**src/mac8_defines.vh**
```
// constants for the 8x8 multiply-accumulate datapath
// included by mac8_accumulator.v only
`ifndef MAC8_DEFINES_VH
`define MAC8_DEFINES_VH

// operand and result widths
`define MAC8_OP_W        8
`define MAC8_PROD_W      16
`define MAC8_ACC_W       19

// product register field positions
`define MAC8_LOW_LSB     0
`define MAC8_LOW_MSB     7
`define MAC8_HIGH_LSB    8
`define MAC8_HIGH_MSB    15
`define MAC8_EXT_LSB     16
`define MAC8_EXT_MSB     18

// rounding constant: one at the msb of the low field
`define MAC8_ROUND_VAL   19'h00080

// reset values
`define MAC8_ACC_RST     19'h00000
`define MAC8_OP_RST      8'h00

// timing
`define MAC8_CLK_NS      50
`define MAC8_CYCLE_NS    100
`define MAC8_CYCLE_CLKS  (`MAC8_CYCLE_NS / `MAC8_CLK_NS)

`endif

```
**src/mac8_accumulator.v**
```verilog
// 8x8 multiplier-accumulator with 19-bit product register and preload
// assumes strobes and pin data arrive from outside the core_clk_i domain
`timescale 1ns/1ps
`include "mac8_defines.vh"
`default_nettype none

module mac8_accumulator (
  // clock and reset
  input  wire                   core_clk_i,
  input  wire                   rst_n_i,
  // operand strobes and data
  input  wire                   x_clk_i,
  input  wire                   y_clk_i,
  input  wire [`MAC8_OP_W-1:0]  x_data_i,
  input  wire [`MAC8_OP_W-1:0]  y_data_i,
  // mode controls
  input  wire                   accum_feedback_en_i,
  input  wire                   subtract_en_i,
  input  wire                   round_en_i,
  input  wire                   signed_format_sel_i,
  // product register strobe and preload
  input  wire                   p_clk_i,
  input  wire                   result_load_ext_i,
  input  wire                   ext_field_oe_n_i,
  input  wire                   high_field_oe_n_i,
  input  wire                   low_field_oe_n_i,
  // product pins, input side
  input  wire [2:0]             ext_field_i,
  input  wire [7:0]             high_field_i,
  input  wire [7:0]             low_field_i,
  // product pins, output side
  output wire [2:0]             ext_field_o,
  output wire [7:0]             high_field_o,
  output wire [7:0]             low_field_o,
  output wire                   ext_field_drv_n_o,
  output wire                   high_field_drv_n_o,
  output wire                   low_field_drv_n_o
);

  // synchroniser stages: s1 feeds s2 only
  reg  [2:0]  strb_s1_reg;
  reg  [2:0]  strb_s2_reg;
  reg  [2:0]  strb_s3_reg;
  reg         or_s3_reg;
  reg  [7:0]  x_s1_reg;
  reg  [7:0]  x_s2_reg;
  reg  [7:0]  y_s1_reg;
  reg  [7:0]  y_s2_reg;
  reg  [3:0]  mode_s1_reg;
  reg  [3:0]  mode_s2_reg;
  reg  [3:0]  tri_s1_reg;
  reg  [3:0]  tri_s2_reg;
  reg  [18:0] pin_s1_reg;
  reg  [18:0] pin_s2_reg;

  // datapath state
  reg  [7:0]  x_op_reg;
  reg  [7:0]  y_op_reg;
  reg         acc_mode_reg;
  reg         sub_mode_reg;
  reg         rnd_mode_reg;
  reg         tc_mode_reg;
  reg  [18:0] prod_reg;
  reg  [18:0] prod_next;

  wire        x_rise;
  wire        y_rise;
  wire        p_rise;
  wire        or_rise;
  wire [18:0] array_sum;
  wire [18:0] feedback;
  wire [18:0] new_prod;
  wire [15:0] full_prod;
  wire [18:0] addsub_res;
  wire [18:0] round_term;
  wire        take_ext;
  wire        take_high;
  wire        take_low;

  // data is delayed alongside its strobe so the two stay aligned
  always @(posedge core_clk_i or negedge rst_n_i) begin
    if (!rst_n_i) begin
      strb_s1_reg <= 3'h0;
      strb_s2_reg <= 3'h0;
      strb_s3_reg <= 3'h0;
    end else begin
      strb_s1_reg <= {p_clk_i, y_clk_i, x_clk_i};
      strb_s2_reg <= strb_s1_reg;
      strb_s3_reg <= strb_s2_reg;
    end
  end

  // combined strobe history, so overlapping x and y give one capture
  always @(posedge core_clk_i or negedge rst_n_i) begin
    if (!rst_n_i) begin
      or_s3_reg <= 1'b0;
    end else begin
      or_s3_reg <= strb_s2_reg[0] | strb_s2_reg[1];
    end
  end

  always @(posedge core_clk_i or negedge rst_n_i) begin
    if (!rst_n_i) begin
      x_s1_reg <= `MAC8_OP_RST;
      x_s2_reg <= `MAC8_OP_RST;
    end else begin
      x_s1_reg <= x_data_i;
      x_s2_reg <= x_s1_reg;
    end
  end

  always @(posedge core_clk_i or negedge rst_n_i) begin
    if (!rst_n_i) begin
      y_s1_reg <= `MAC8_OP_RST;
      y_s2_reg <= `MAC8_OP_RST;
    end else begin
      y_s1_reg <= y_data_i;
      y_s2_reg <= y_s1_reg;
    end
  end

  always @(posedge core_clk_i or negedge rst_n_i) begin
    if (!rst_n_i) begin
      mode_s1_reg <= 4'h0;
      mode_s2_reg <= 4'h0;
    end else begin
      mode_s1_reg <= {signed_format_sel_i, round_en_i, subtract_en_i, accum_feedback_en_i};
      mode_s2_reg <= mode_s1_reg;
    end
  end

  // reset level is float plus preload, so no port drives while in reset
  always @(posedge core_clk_i or negedge rst_n_i) begin
    if (!rst_n_i) begin
      tri_s1_reg <= 4'hf;
      tri_s2_reg <= 4'hf;
    end else begin
      tri_s1_reg <= {result_load_ext_i, ext_field_oe_n_i, high_field_oe_n_i, low_field_oe_n_i};
      tri_s2_reg <= tri_s1_reg;
    end
  end

  always @(posedge core_clk_i or negedge rst_n_i) begin
    if (!rst_n_i) begin
      pin_s1_reg <= `MAC8_ACC_RST;
      pin_s2_reg <= `MAC8_ACC_RST;
    end else begin
      pin_s1_reg <= {ext_field_i, high_field_i, low_field_i};
      pin_s2_reg <= pin_s1_reg;
    end
  end

  // rising edge between the settled stage and the one after it
  function mac8_rise;
    input now_lvl;
    input was_lvl;
    begin
      mac8_rise = now_lvl & ~was_lvl;
    end
  endfunction

  // edge detectors look at settled stages only
  assign x_rise  = mac8_rise(strb_s2_reg[0], strb_s3_reg[0]);
  assign y_rise  = mac8_rise(strb_s2_reg[1], strb_s3_reg[1]);
  assign p_rise  = mac8_rise(strb_s2_reg[2], strb_s3_reg[2]);
  assign or_rise = mac8_rise(strb_s2_reg[0] | strb_s2_reg[1], or_s3_reg);

  // operand and mode registers
  always @(posedge core_clk_i or negedge rst_n_i) begin
    if (!rst_n_i) begin
      x_op_reg <= `MAC8_OP_RST;
    end else if (x_rise) begin
      x_op_reg <= x_s2_reg;
    end
  end

  always @(posedge core_clk_i or negedge rst_n_i) begin
    if (!rst_n_i) begin
      y_op_reg <= `MAC8_OP_RST;
    end else if (y_rise) begin
      y_op_reg <= y_s2_reg;
    end
  end

  // modes move only on the combined strobe, never in mid-product
  always @(posedge core_clk_i or negedge rst_n_i) begin
    if (!rst_n_i) begin
      acc_mode_reg <= 1'b0;
      sub_mode_reg <= 1'b0;
      rnd_mode_reg <= 1'b0;
      tc_mode_reg  <= 1'b0;
    end else if (or_rise) begin
      acc_mode_reg <= mode_s2_reg[0];
      sub_mode_reg <= mode_s2_reg[1];
      rnd_mode_reg <= mode_s2_reg[2];
      tc_mode_reg  <= mode_s2_reg[3];
    end
  end

  // sign or zero extend one operand to 9 bits
  function [8:0] mac8_ext9;
    input [7:0] v;
    input       tc;
    begin
      mac8_ext9 = {tc & v[7], v};
    end
  endfunction

  // 9x9 signed product covers both formats; low 16 bits are exact
  wire signed [8:0]  x_ext;
  wire signed [8:0]  y_ext;
  wire signed [17:0] mul18;
  assign x_ext     = mac8_ext9(x_op_reg, tc_mode_reg);
  assign y_ext     = mac8_ext9(y_op_reg, tc_mode_reg);
  assign mul18     = x_ext * y_ext;
  assign full_prod = mul18[15:0];

  // widen to 19 bits by format
  assign new_prod  = {{3{tc_mode_reg & full_prod[15]}}, full_prod};
  // feedback gated off gives clear-on-first-product
  assign feedback  = acc_mode_reg ? prod_reg : `MAC8_ACC_RST;
  assign addsub_res = sub_mode_reg ? (new_prod - feedback) : (new_prod + feedback);
  assign round_term = rnd_mode_reg ? `MAC8_ROUND_VAL : `MAC8_ACC_RST;
  // 19-bit arithmetic wraps by truncation
  assign array_sum  = addsub_res + round_term;

  // a field takes its pins only when preload and its float control are both high
  function mac8_take;
    input preload;
    input oe_n;
    begin
      mac8_take = preload & oe_n;
    end
  endfunction

  assign take_ext  = mac8_take(tri_s2_reg[3], tri_s2_reg[2]);
  assign take_high = mac8_take(tri_s2_reg[3], tri_s2_reg[1]);
  assign take_low  = mac8_take(tri_s2_reg[3], tri_s2_reg[0]);

  // array is one combinational pass; well inside MAC8_CYCLE_CLKS
  always @* begin
    prod_next = array_sum;
    if (take_ext) begin
      prod_next[`MAC8_EXT_MSB:`MAC8_EXT_LSB] = pin_s2_reg[`MAC8_EXT_MSB:`MAC8_EXT_LSB];
    end
    if (take_high) begin
      prod_next[`MAC8_HIGH_MSB:`MAC8_HIGH_LSB] = pin_s2_reg[`MAC8_HIGH_MSB:`MAC8_HIGH_LSB];
    end
    if (take_low) begin
      prod_next[`MAC8_LOW_MSB:`MAC8_LOW_LSB] = pin_s2_reg[`MAC8_LOW_MSB:`MAC8_LOW_LSB];
    end
  end

  always @(posedge core_clk_i or negedge rst_n_i) begin
    if (!rst_n_i) begin
      prod_reg <= `MAC8_ACC_RST;
    end else if (p_rise) begin
      prod_reg <= prod_next;
    end
  end

  // field outputs straight from the register
  assign ext_field_o  = prod_reg[`MAC8_EXT_MSB:`MAC8_EXT_LSB];
  assign high_field_o = prod_reg[`MAC8_HIGH_MSB:`MAC8_HIGH_LSB];
  assign low_field_o  = prod_reg[`MAC8_LOW_MSB:`MAC8_LOW_LSB];

  // a field drives only with its enable low and no preload pending
  function mac8_drv_n;
    input oe_n;
    input preload;
    begin
      mac8_drv_n = oe_n | preload;
    end
  endfunction

  // low means driving; preload forces all ports off
  assign ext_field_drv_n_o  = mac8_drv_n(tri_s2_reg[2], tri_s2_reg[3]);
  assign high_field_drv_n_o = mac8_drv_n(tri_s2_reg[1], tri_s2_reg[3]);
  assign low_field_drv_n_o  = mac8_drv_n(tri_s2_reg[0], tri_s2_reg[3]);

endmodule

`default_nettype wire

```
**config.mk**
```make
export PLATFORM = sky130hd
export DESIGN_NAME = mac8_accumulator
export DESIGN_NICKNAME = d
export VERILOG_FILES = /design/src/mac8_accumulator.v
export VERILOG_INCLUDE_DIRS = /design/src
export SDC_FILE = /design/constraint.sdc
export NUM_CORES = 1
export LEC_CHECK = 0
export ABC_AREA = 1
export BUFFER_PORTS_ARGS = -buffer_cell sky130_fd_sc_hd__buf_2
export CAP_MARGIN = 20
export CORE_MARGIN = 10
export CORE_UTILIZATION = 55
export DETAILED_ROUTE_END_ITERATION = 16
export PLACE_DENSITY = 0.74
export SYNTH_ARGS = -nofsm -noshare
export SYNTH_HDL_FRONTEND = slang
export SYNTH_SLANG_ARGS = --single-unit
```
**constraint.sdc**
```tcl
create_clock -name core_clk_i -period 8.7 [get_ports core_clk_i]
set_clock_uncertainty 0.2 [all_clocks]
set_input_delay 0 -clock core_clk_i [delete_from_list [all_inputs] [get_ports core_clk_i]]
set_output_delay 0 -clock core_clk_i [all_outputs]
set_load 0.05 [all_outputs]
```
==> results of run 1 <==
-- synthesized netlist by cell type (all sizes together) (4+ instances only) --
| library cell | number | area (sq um) |
|---|---|---|
| o21ai | 33 | 165 |
| dfstp | 8 | 210 |
| nor2 | 54 | 223 |
| xor2 | 24 | 210 |
| nand3 | 49 | 285 |
| buf | 5 | 38.8 |
| nand2 | 246 | 956 |
| dfrtp | 127 | 3180 |
| nor3 | 4 | 25.0 |
| nand4 | 7 | 43.8 |
| o211ai | 10 | 75.1 |
| clkbuf | 20 | 75.1 |
| a31oi | 7 | 43.8 |
| ha | 53 | 663 |
| a21oi | 29 | 153 |
| fa | 64 | 1280 |
| mux2 | 18 | 203 |
| or2 | 6 | 37.5 |
| xnor2 | 11 | 96.3 |
| inv | 193 | 724 |
-- logic make-up (layout without fill, tap and decap cells) --
group                    after synthesis  after routing
buffers and inverters                218            360
XOR/XNOR                              35             35
adder cells (fa/ha/maj)              117            117
multiplexers                          18             18
flip-flops                           135            135
AND/OR/NAND/NOR                      372            372
AO/OA/AOI/OAI                         88             88
-- per-layer routing --
layer,up-vias,wire length (um)
li1,3288,-
met1,3210,8290
met2,140,9450
met3,19,757
met4,0,263
met5,-,0
-- path summary, 6_finish.rpt --
| check | endpoint | cells past startpoint | slack [ns] |
|---|---|---|---|
| max | prod_reg[18] | 32 | 1.33 |
| min | pin_s1_reg[2] | 2 | 0.02 |
| max reg2reg | prod_reg[18] | 32 | 1.33 |
| min reg2reg | x_s2_reg[1] | 0 | 0.14 |
| max in group asynchronous | pin_s1_reg[17] | 4 | 6.89 |
| min in group asynchronous | x_s2_reg[1] | 4 | 0.45 |
-- per-stage QoR --
stage	setup WS, ns	util
after floorplan	2.17	-
after global placement	1.42	0.592
after detailed placement	1.40	0.592
after CTS	1.38	0.670
after global routing	0.829	0.670
final	1.33	0.670
-- final cells by class --
cell class,count,area (sq um)
Fill cell,1229,5210
Multi-Input combinational cell,630,4580
Sequential cell,135,3390
Timing Repair Buffer,135,1020
Inverter,193,724
Clock buffer,18,429
Tap cell,216,270
Clock inverter,14,141
-- critical path, delay by kind of cell, from the launching register on --
family          cells  cell delay, ns
simple gates       13            1.45
flops               1            0.62
compound gates      8            1.37
fa+ha+maj           7            3.27
xor+xnor            1            0.16
buf+inv             3            0.16
==> flow_summary.json, run 1 <==
{
  "status": "finished, final reports clean",
  "synth_compound_area_frac": 0.0572,
  "place_hpwl_mm": 13.9,
  "gr-usage-all-layers": 0.187,
  "io_pins": 70,
  "wl_mm": 18.8,
  "place_congestion": 0.888,
  "synth_top_family_by_area": "adder cells",
  "synth-adder-area-share": 0.221,
  "placed_cell_area_sq_um": 9330,
  "maxCapViolations": 0,
  "yosys.area_share.simple": 0.184,
  "mostFrequentLayoutCell": "nand2_1",
  "hold_start": "low_field_i[2]",
  "start_util": 0.559,
  "drc": 0,
  "met1_usage": 0.235,
  "cpMostUsedCell": "nand2_1",
  "path_clk_slew_ns": 0.06,
  "areaGrowthSynthToFinish_pct": 19.9,
  "met3_usage": 0.0349,
  "yosysWarnings": 0,
  "avgSynthCellArea_sq_um": 8.96,
  "clock.fmax_mhz": 136,
  "htreeDepth": 4,
  "holdCritPathClass": "primary input to flop",
  "synth_cells": 983,
  "design.core.area_sq_um": 15800,
  "finalCriticalPeriod_ns": 7.37,
  "synth_xor_area_frac": 0.0348,
  "final_antenna_net_count": 0,
  "worstPathArrival_ns": 7.48,
  "n_antenna_cell": 0,
  "slew_viol_final": 0,
  "muxShareOfSynthArea": 0.0230,
  "cp-start-kind": "flop",
  "setup_viol": 0,
  "final_net_count": 1277,
  "synth_nets": 1148,
  "cts_inserted_buffers": 17,
  "port_buffers": 69,
  "wire_per_inst_um": 14.0,
  "yosysSeqAreaShare": 0.385,
  "rows": 46,
  "die_area_sq_um": 21500,
  "clockBufferDepth": 2,
  "post-place-cells": 1245,
  "grt-busiest-layer": "met2",
  "crit_required_ns": 8.81,
  "gr-usage-met2": 0.320,
  "grt_overflow_total": 0,
  "worst_path_max_delay_cell": "dfrtp_1",
  "synth_enable_flop_cells": 0,
  "critPathCaptureType": "flop",
  "final_cell_mix": "nand2_1, inv_1, dfrtp_1",
  "critPathMaxStageDelay_ns": 0.62,
  "relSlewSlack": 0.338,
  "cts_sinks": 135,
  "fin_area_sq_um": 10600,
  "num_vias": 6657,
  "synth_ff_type": "dfrtp_1",
  "fin_tns_setup_ns": 0,
  "grt_pass1_wl_mm": 33.0,
  "drive_above_1_share": 0.154,
  "via_per_inst": 4.96,
  "antenna_found_initial": 0,
  "hold_viol": 0,
  "tritoncts": "built",
  "worstReg2RegStart": "y_op_reg[7]",
  "rsz0062_at_grt": "false",
  "postCtsSetupRepairBufs": 0,
  "yosysUniqueCellTypes": 39,
  "die_h_um": 147,
  "syn_area_sq_um": 8810,
  "fp.dieW_um": 147,
  "path_max_fanout": 13,
  "hold-worst-slack_ns": 0.0173,
  "clockRootBuffer": "clkbuf_16",
  "fin_crit_sh": 0.847,
  "ys_ff_latch": 135,
  "drt_iter0_markers": 399,
  "grt_pass1_vias": 7033,
  "crit_type": "flop to flop",
  "cts-hold-fix-buffers": 64,
  "first_pass_iters": 5,
  "synthArstFlopShare": 1.00,
  "tightest_slew_ns": 0.993,
  "cp-startpoint": "y_op_reg[7]",
  "grt_max_degree": 84,
  "cts_resized": 0,
  "stdcell_count": 1341,
  "clk_latency_ns": 0.42
}
Power of run 1 is left out: the tool's default activity adds up to more than one toggle a clock period on the data nets, which glitch-free logic cannot reach.
==> run 2, diff against run 1 <==
--- a/config.mk
+++ b/config.mk
@@ -6,7 +6,7 @@
 export SDC_FILE = /design/constraint.sdc
 export NUM_CORES = 1
 export LEC_CHECK = 0
-export ABC_AREA = 1
+export ABC_AREA = 0
 export BUFFER_PORTS_ARGS = -buffer_cell sky130_fd_sc_hd__buf_2
 export CAP_MARGIN = 20
 export CORE_MARGIN = 10
==> constraint.sdc (replaced) <==
create_clock -name core_clk_i -period 7.4 [get_ports core_clk_i]
set_clock_uncertainty 0.2 [all_clocks]
set_input_delay 0 -clock core_clk_i [delete_from_list [all_inputs] [get_ports core_clk_i]]
set_output_delay 0 -clock core_clk_i [all_outputs]
set_load 0.05 [all_outputs]
==> run 2 against run 1 <==
- fmax grew 3.9%
- worst hold slack gained 0.0020 ns
- final area shrank 3.7%
- register-to-register slack lost 1.0 ns
- sequential share of layout area grew 1.3 points
- worst setup slack lost 1.0 ns
- area after synthesis shrank 4.3%
- first-iteration DRC count shrank 4.0%
- die area shrank 3.7%
- non-clock buffer count shrank 1
- critical endpoint is now prod_reg[17]
- largest cell class unchanged
- highest routed layer unchanged
==> flow_summary.json, run 2 <==
{
  "place_ws_ns": 0.0366,
  "fin_crit_sh": 0.958,
  "synth_enable_flop_cells": 0,
  "start_util": 0.559,
  "final-seq-area_sq_um": 3390,
  "avgSynthCellArea_sq_um": 10.7,
  "fin_tns_setup_ns": 0,
  "setup_ws_ns": 0.309,
  "syn_area_sq_um": 8430,
  "port_buffers": 69,
  "wl_mm": 17.1,
  "critPathCaptureType": "flop",
  "hold_viol": 0,
  "cts_inserted_buffers": 17,
  "yosys.area_share.simple": 0.136,
  "synthArstFlopShare": 1.00,
  "yosysWarnings": 0,
  "die_area_sq_um": 20700,
  "cts_sinks": 135,
  "yosysUniqueCellTypes": 61,
  "wire_per_inst_um": 15.4,
  "crit_type": "flop to flop",
  "relSlewSlack": 0.381,
  "areaGrowthSynthToFinish_pct": 20.6,
  "yosys.area.top_type": "dfrtp_1",
  "path_max_fanout": 4,
  "rows": 45,
  "die_h_um": 144,
  "reg2reg_depth": 25,
  "via_per_inst": 5.30,
  "drt_iter0_markers": 383,
  "clockBufferDepth": 2,
  "synth_cells": 787,
  "multi_input_area_sq_um": 4660,
  "clockRootBuffer": "clkbuf_16",
  "final_antenna_net_count": 0,
  "n_fill_cell": 1153,
  "finalCriticalPeriod_ns": 7.09,
  "synth_xor_area_frac": 0.0572,
  "hold_end": "pin_s1_reg[4]",
  "regToRegSetupSlack_ns": 0.31,
  "io_pins": 70,
  "path_clk_slew_ns": 0.06,
  "cp-start-kind": "flop",
  "setup_viol": 0,
  "crit_required_ns": 7.48,
  "slew_viol_final": 0,
  "synth_nets": 952,
  "synth-adder-area-share": 0.231,
  "rsz0062_at_grt": "true",
  "place_congestion": 0.867,
  "htreeDepth": 4,
  "yosys.area.top_type_share": 0.377,
  "synth_compound_area_frac": 0.0855,
  "grt_pass1_wl_mm": 29.5,
  "tritoncts": "built",
  "holdCritPathClass": "primary input to flop",
  "maxCapViolations": 0,
  "grt_pass1_vias": 6217,
  "ys_ff_latch": 135,
  "worstPathArrival_ns": 7.17,
  "first_pass_iters": 5,
  "final_cell_mix": "dfrtp_1, inv_1, nand2_1",
  "grt_overflow_total": 0,
  "synth_area_leaders": "dfrtp_1, fa_1, ha_1",
  "synth_top_family_by_area": "adder cells",
  "drc": 0,
  "reg2reg_to": "prod_reg[17]",
  "place_hpwl_mm": 12.3,
  "design.core.area_sq_um": 15100,
  "final_net_count": 1074,
  "synth_ff_type": "dfrtp_1",
  "fp.dieW_um": 144,
  "yosysSeqAreaShare": 0.402,
  "hold_start": "low_field_i[4]",
  "n_antenna_cell": 0,
  "worstReg2RegStart": "y_op_reg[7]",
  "tightest_slew_ns": 0.929,
  "yosysMostFrequentCell": "dfrtp_1",
  "netlist_top_cells_count": "dfrtp_1, inv_1, nand2_1",
  "grt_max_degree": 80,
  "gr-usage-all-layers": 0.178,
  "whs_path_depth": 2,
  "clk_latency_ns": 0.42,
  "status": "finished, final reports clean",
  "clock.fmax_mhz": 141,
  "drive_above_1_share": 0.198,
  "mostFrequentLayoutCell": "dfrtp_1",
  "muxShareOfSynthArea": 0.0364,
  "num_vias": 5883,
  "antenna_found_initial": 0
}
-- run 2: cell count changes after synthesis, moves of 7 or more --
cell | before | now
nand2_1 | 233 | 80
inv_1 | 189 | 80
and2_1 | 0 | 35
nand3_1 | 41 | 10
xnor2_1 | 11 | 30
nand2_2 | 13 | 1
nand3_2 | 8 | 0
nor2_2 | 8 | 0
nor3_1 | 3 | 11
mux2i_1 | 0 | 7
-- run 2: stage by stage --
stage	std cells	instance area [sq um]	hold WS, ns	util
finish	1110	10200	0.0192	0.674
global route	1110	10200	0.0164	0.674
CTS	1109	10100	0.00543	0.669
detailed placement	1028	8990	-0.217	0.596
global placement	1028	8990	-0.221	0.596
floorplan	787	8430	-0.496	-
-- run 2: cells by family after synthesis --
kind of cell               Yosys count
AOI/OAI and AO/OA                  115
xor gates and xnor gates            55
adders and majority gates          117
buffers and inverters              111
DFF                                135
muxes                               28
and+or+nand+nor                    226
-- run 2: critical path, cell delays in order (launching register included) --
cell	delay, ns
dfrtp_1	0.34
nand2_1	0.07
or2_2	0.29
fa_1	0.49
fa_1	0.55
inv_1	0.05
fa_1	0.47
fa_1	0.54
inv_1	0.05
fa_1	0.50
inv_1	0.06
ha_4	0.27
inv_1	0.05
o21bai_1	0.15
a21oi_2	0.09
xnor2_1	0.14
ha_1	0.35
nand2_1	0.09
o21ai_1	0.42
a211oi_1	0.16
xnor2_1	0.37
nand4_1	0.20
or3_2	0.50
o31a_2	0.30
a211oi_1	0.17
o31ai_1	0.08
-- run 2: timing repair --
action,CTS,global route
endpoints found under the hold margin,102,0
endpoints found under the setup margin,0,4
resized for setup,0,17
buffers inserted,0,1
hold buffers,49,0
-- run 2: worst max path at each step --
stage | from | end | slack (ns) | cells after the start
3_3_place_gp | y_op_reg[7] | prod_reg[17] | 0.19 | 29
5_1_grt | y_op_reg[7] | prod_reg[17] | -0.06 | 29
2_1_floorplan | y_op_reg[7] | prod_reg[17] | 0.03 | 30
6_report | y_op_reg[7] | prod_reg[17] | 0.31 | 25
4_1_cts | y_op_reg[7] | prod_reg[17] | 0.01 | 29
3_5_place_dp | y_op_reg[7] | prod_reg[17] | 0.04 | 29
-- run 2: routing by layer --
layer | share of wire | vias to the layer above | GRT usage
li1 | - | 2828 | -
met1 | 0.46 | 2922 | 0.234
met2 | 0.50 | 115 | 0.294
met3 | 0.033 | 18 | 0.0350
met4 | 0.012 | 0 | 0.0516
met5 | 0 | - | 0
-- run 2: layout make-up --
cell class              count  area share
clock inverters            13      0.0142
flip-flops and latches    135       0.334
multi-input cells         541       0.458
clock buffers              19      0.0445
well taps                 188      0.0231
inverters                  80      0.0295
repair buffers            134      0.0964
Power of run 2 is left out for the same reason.
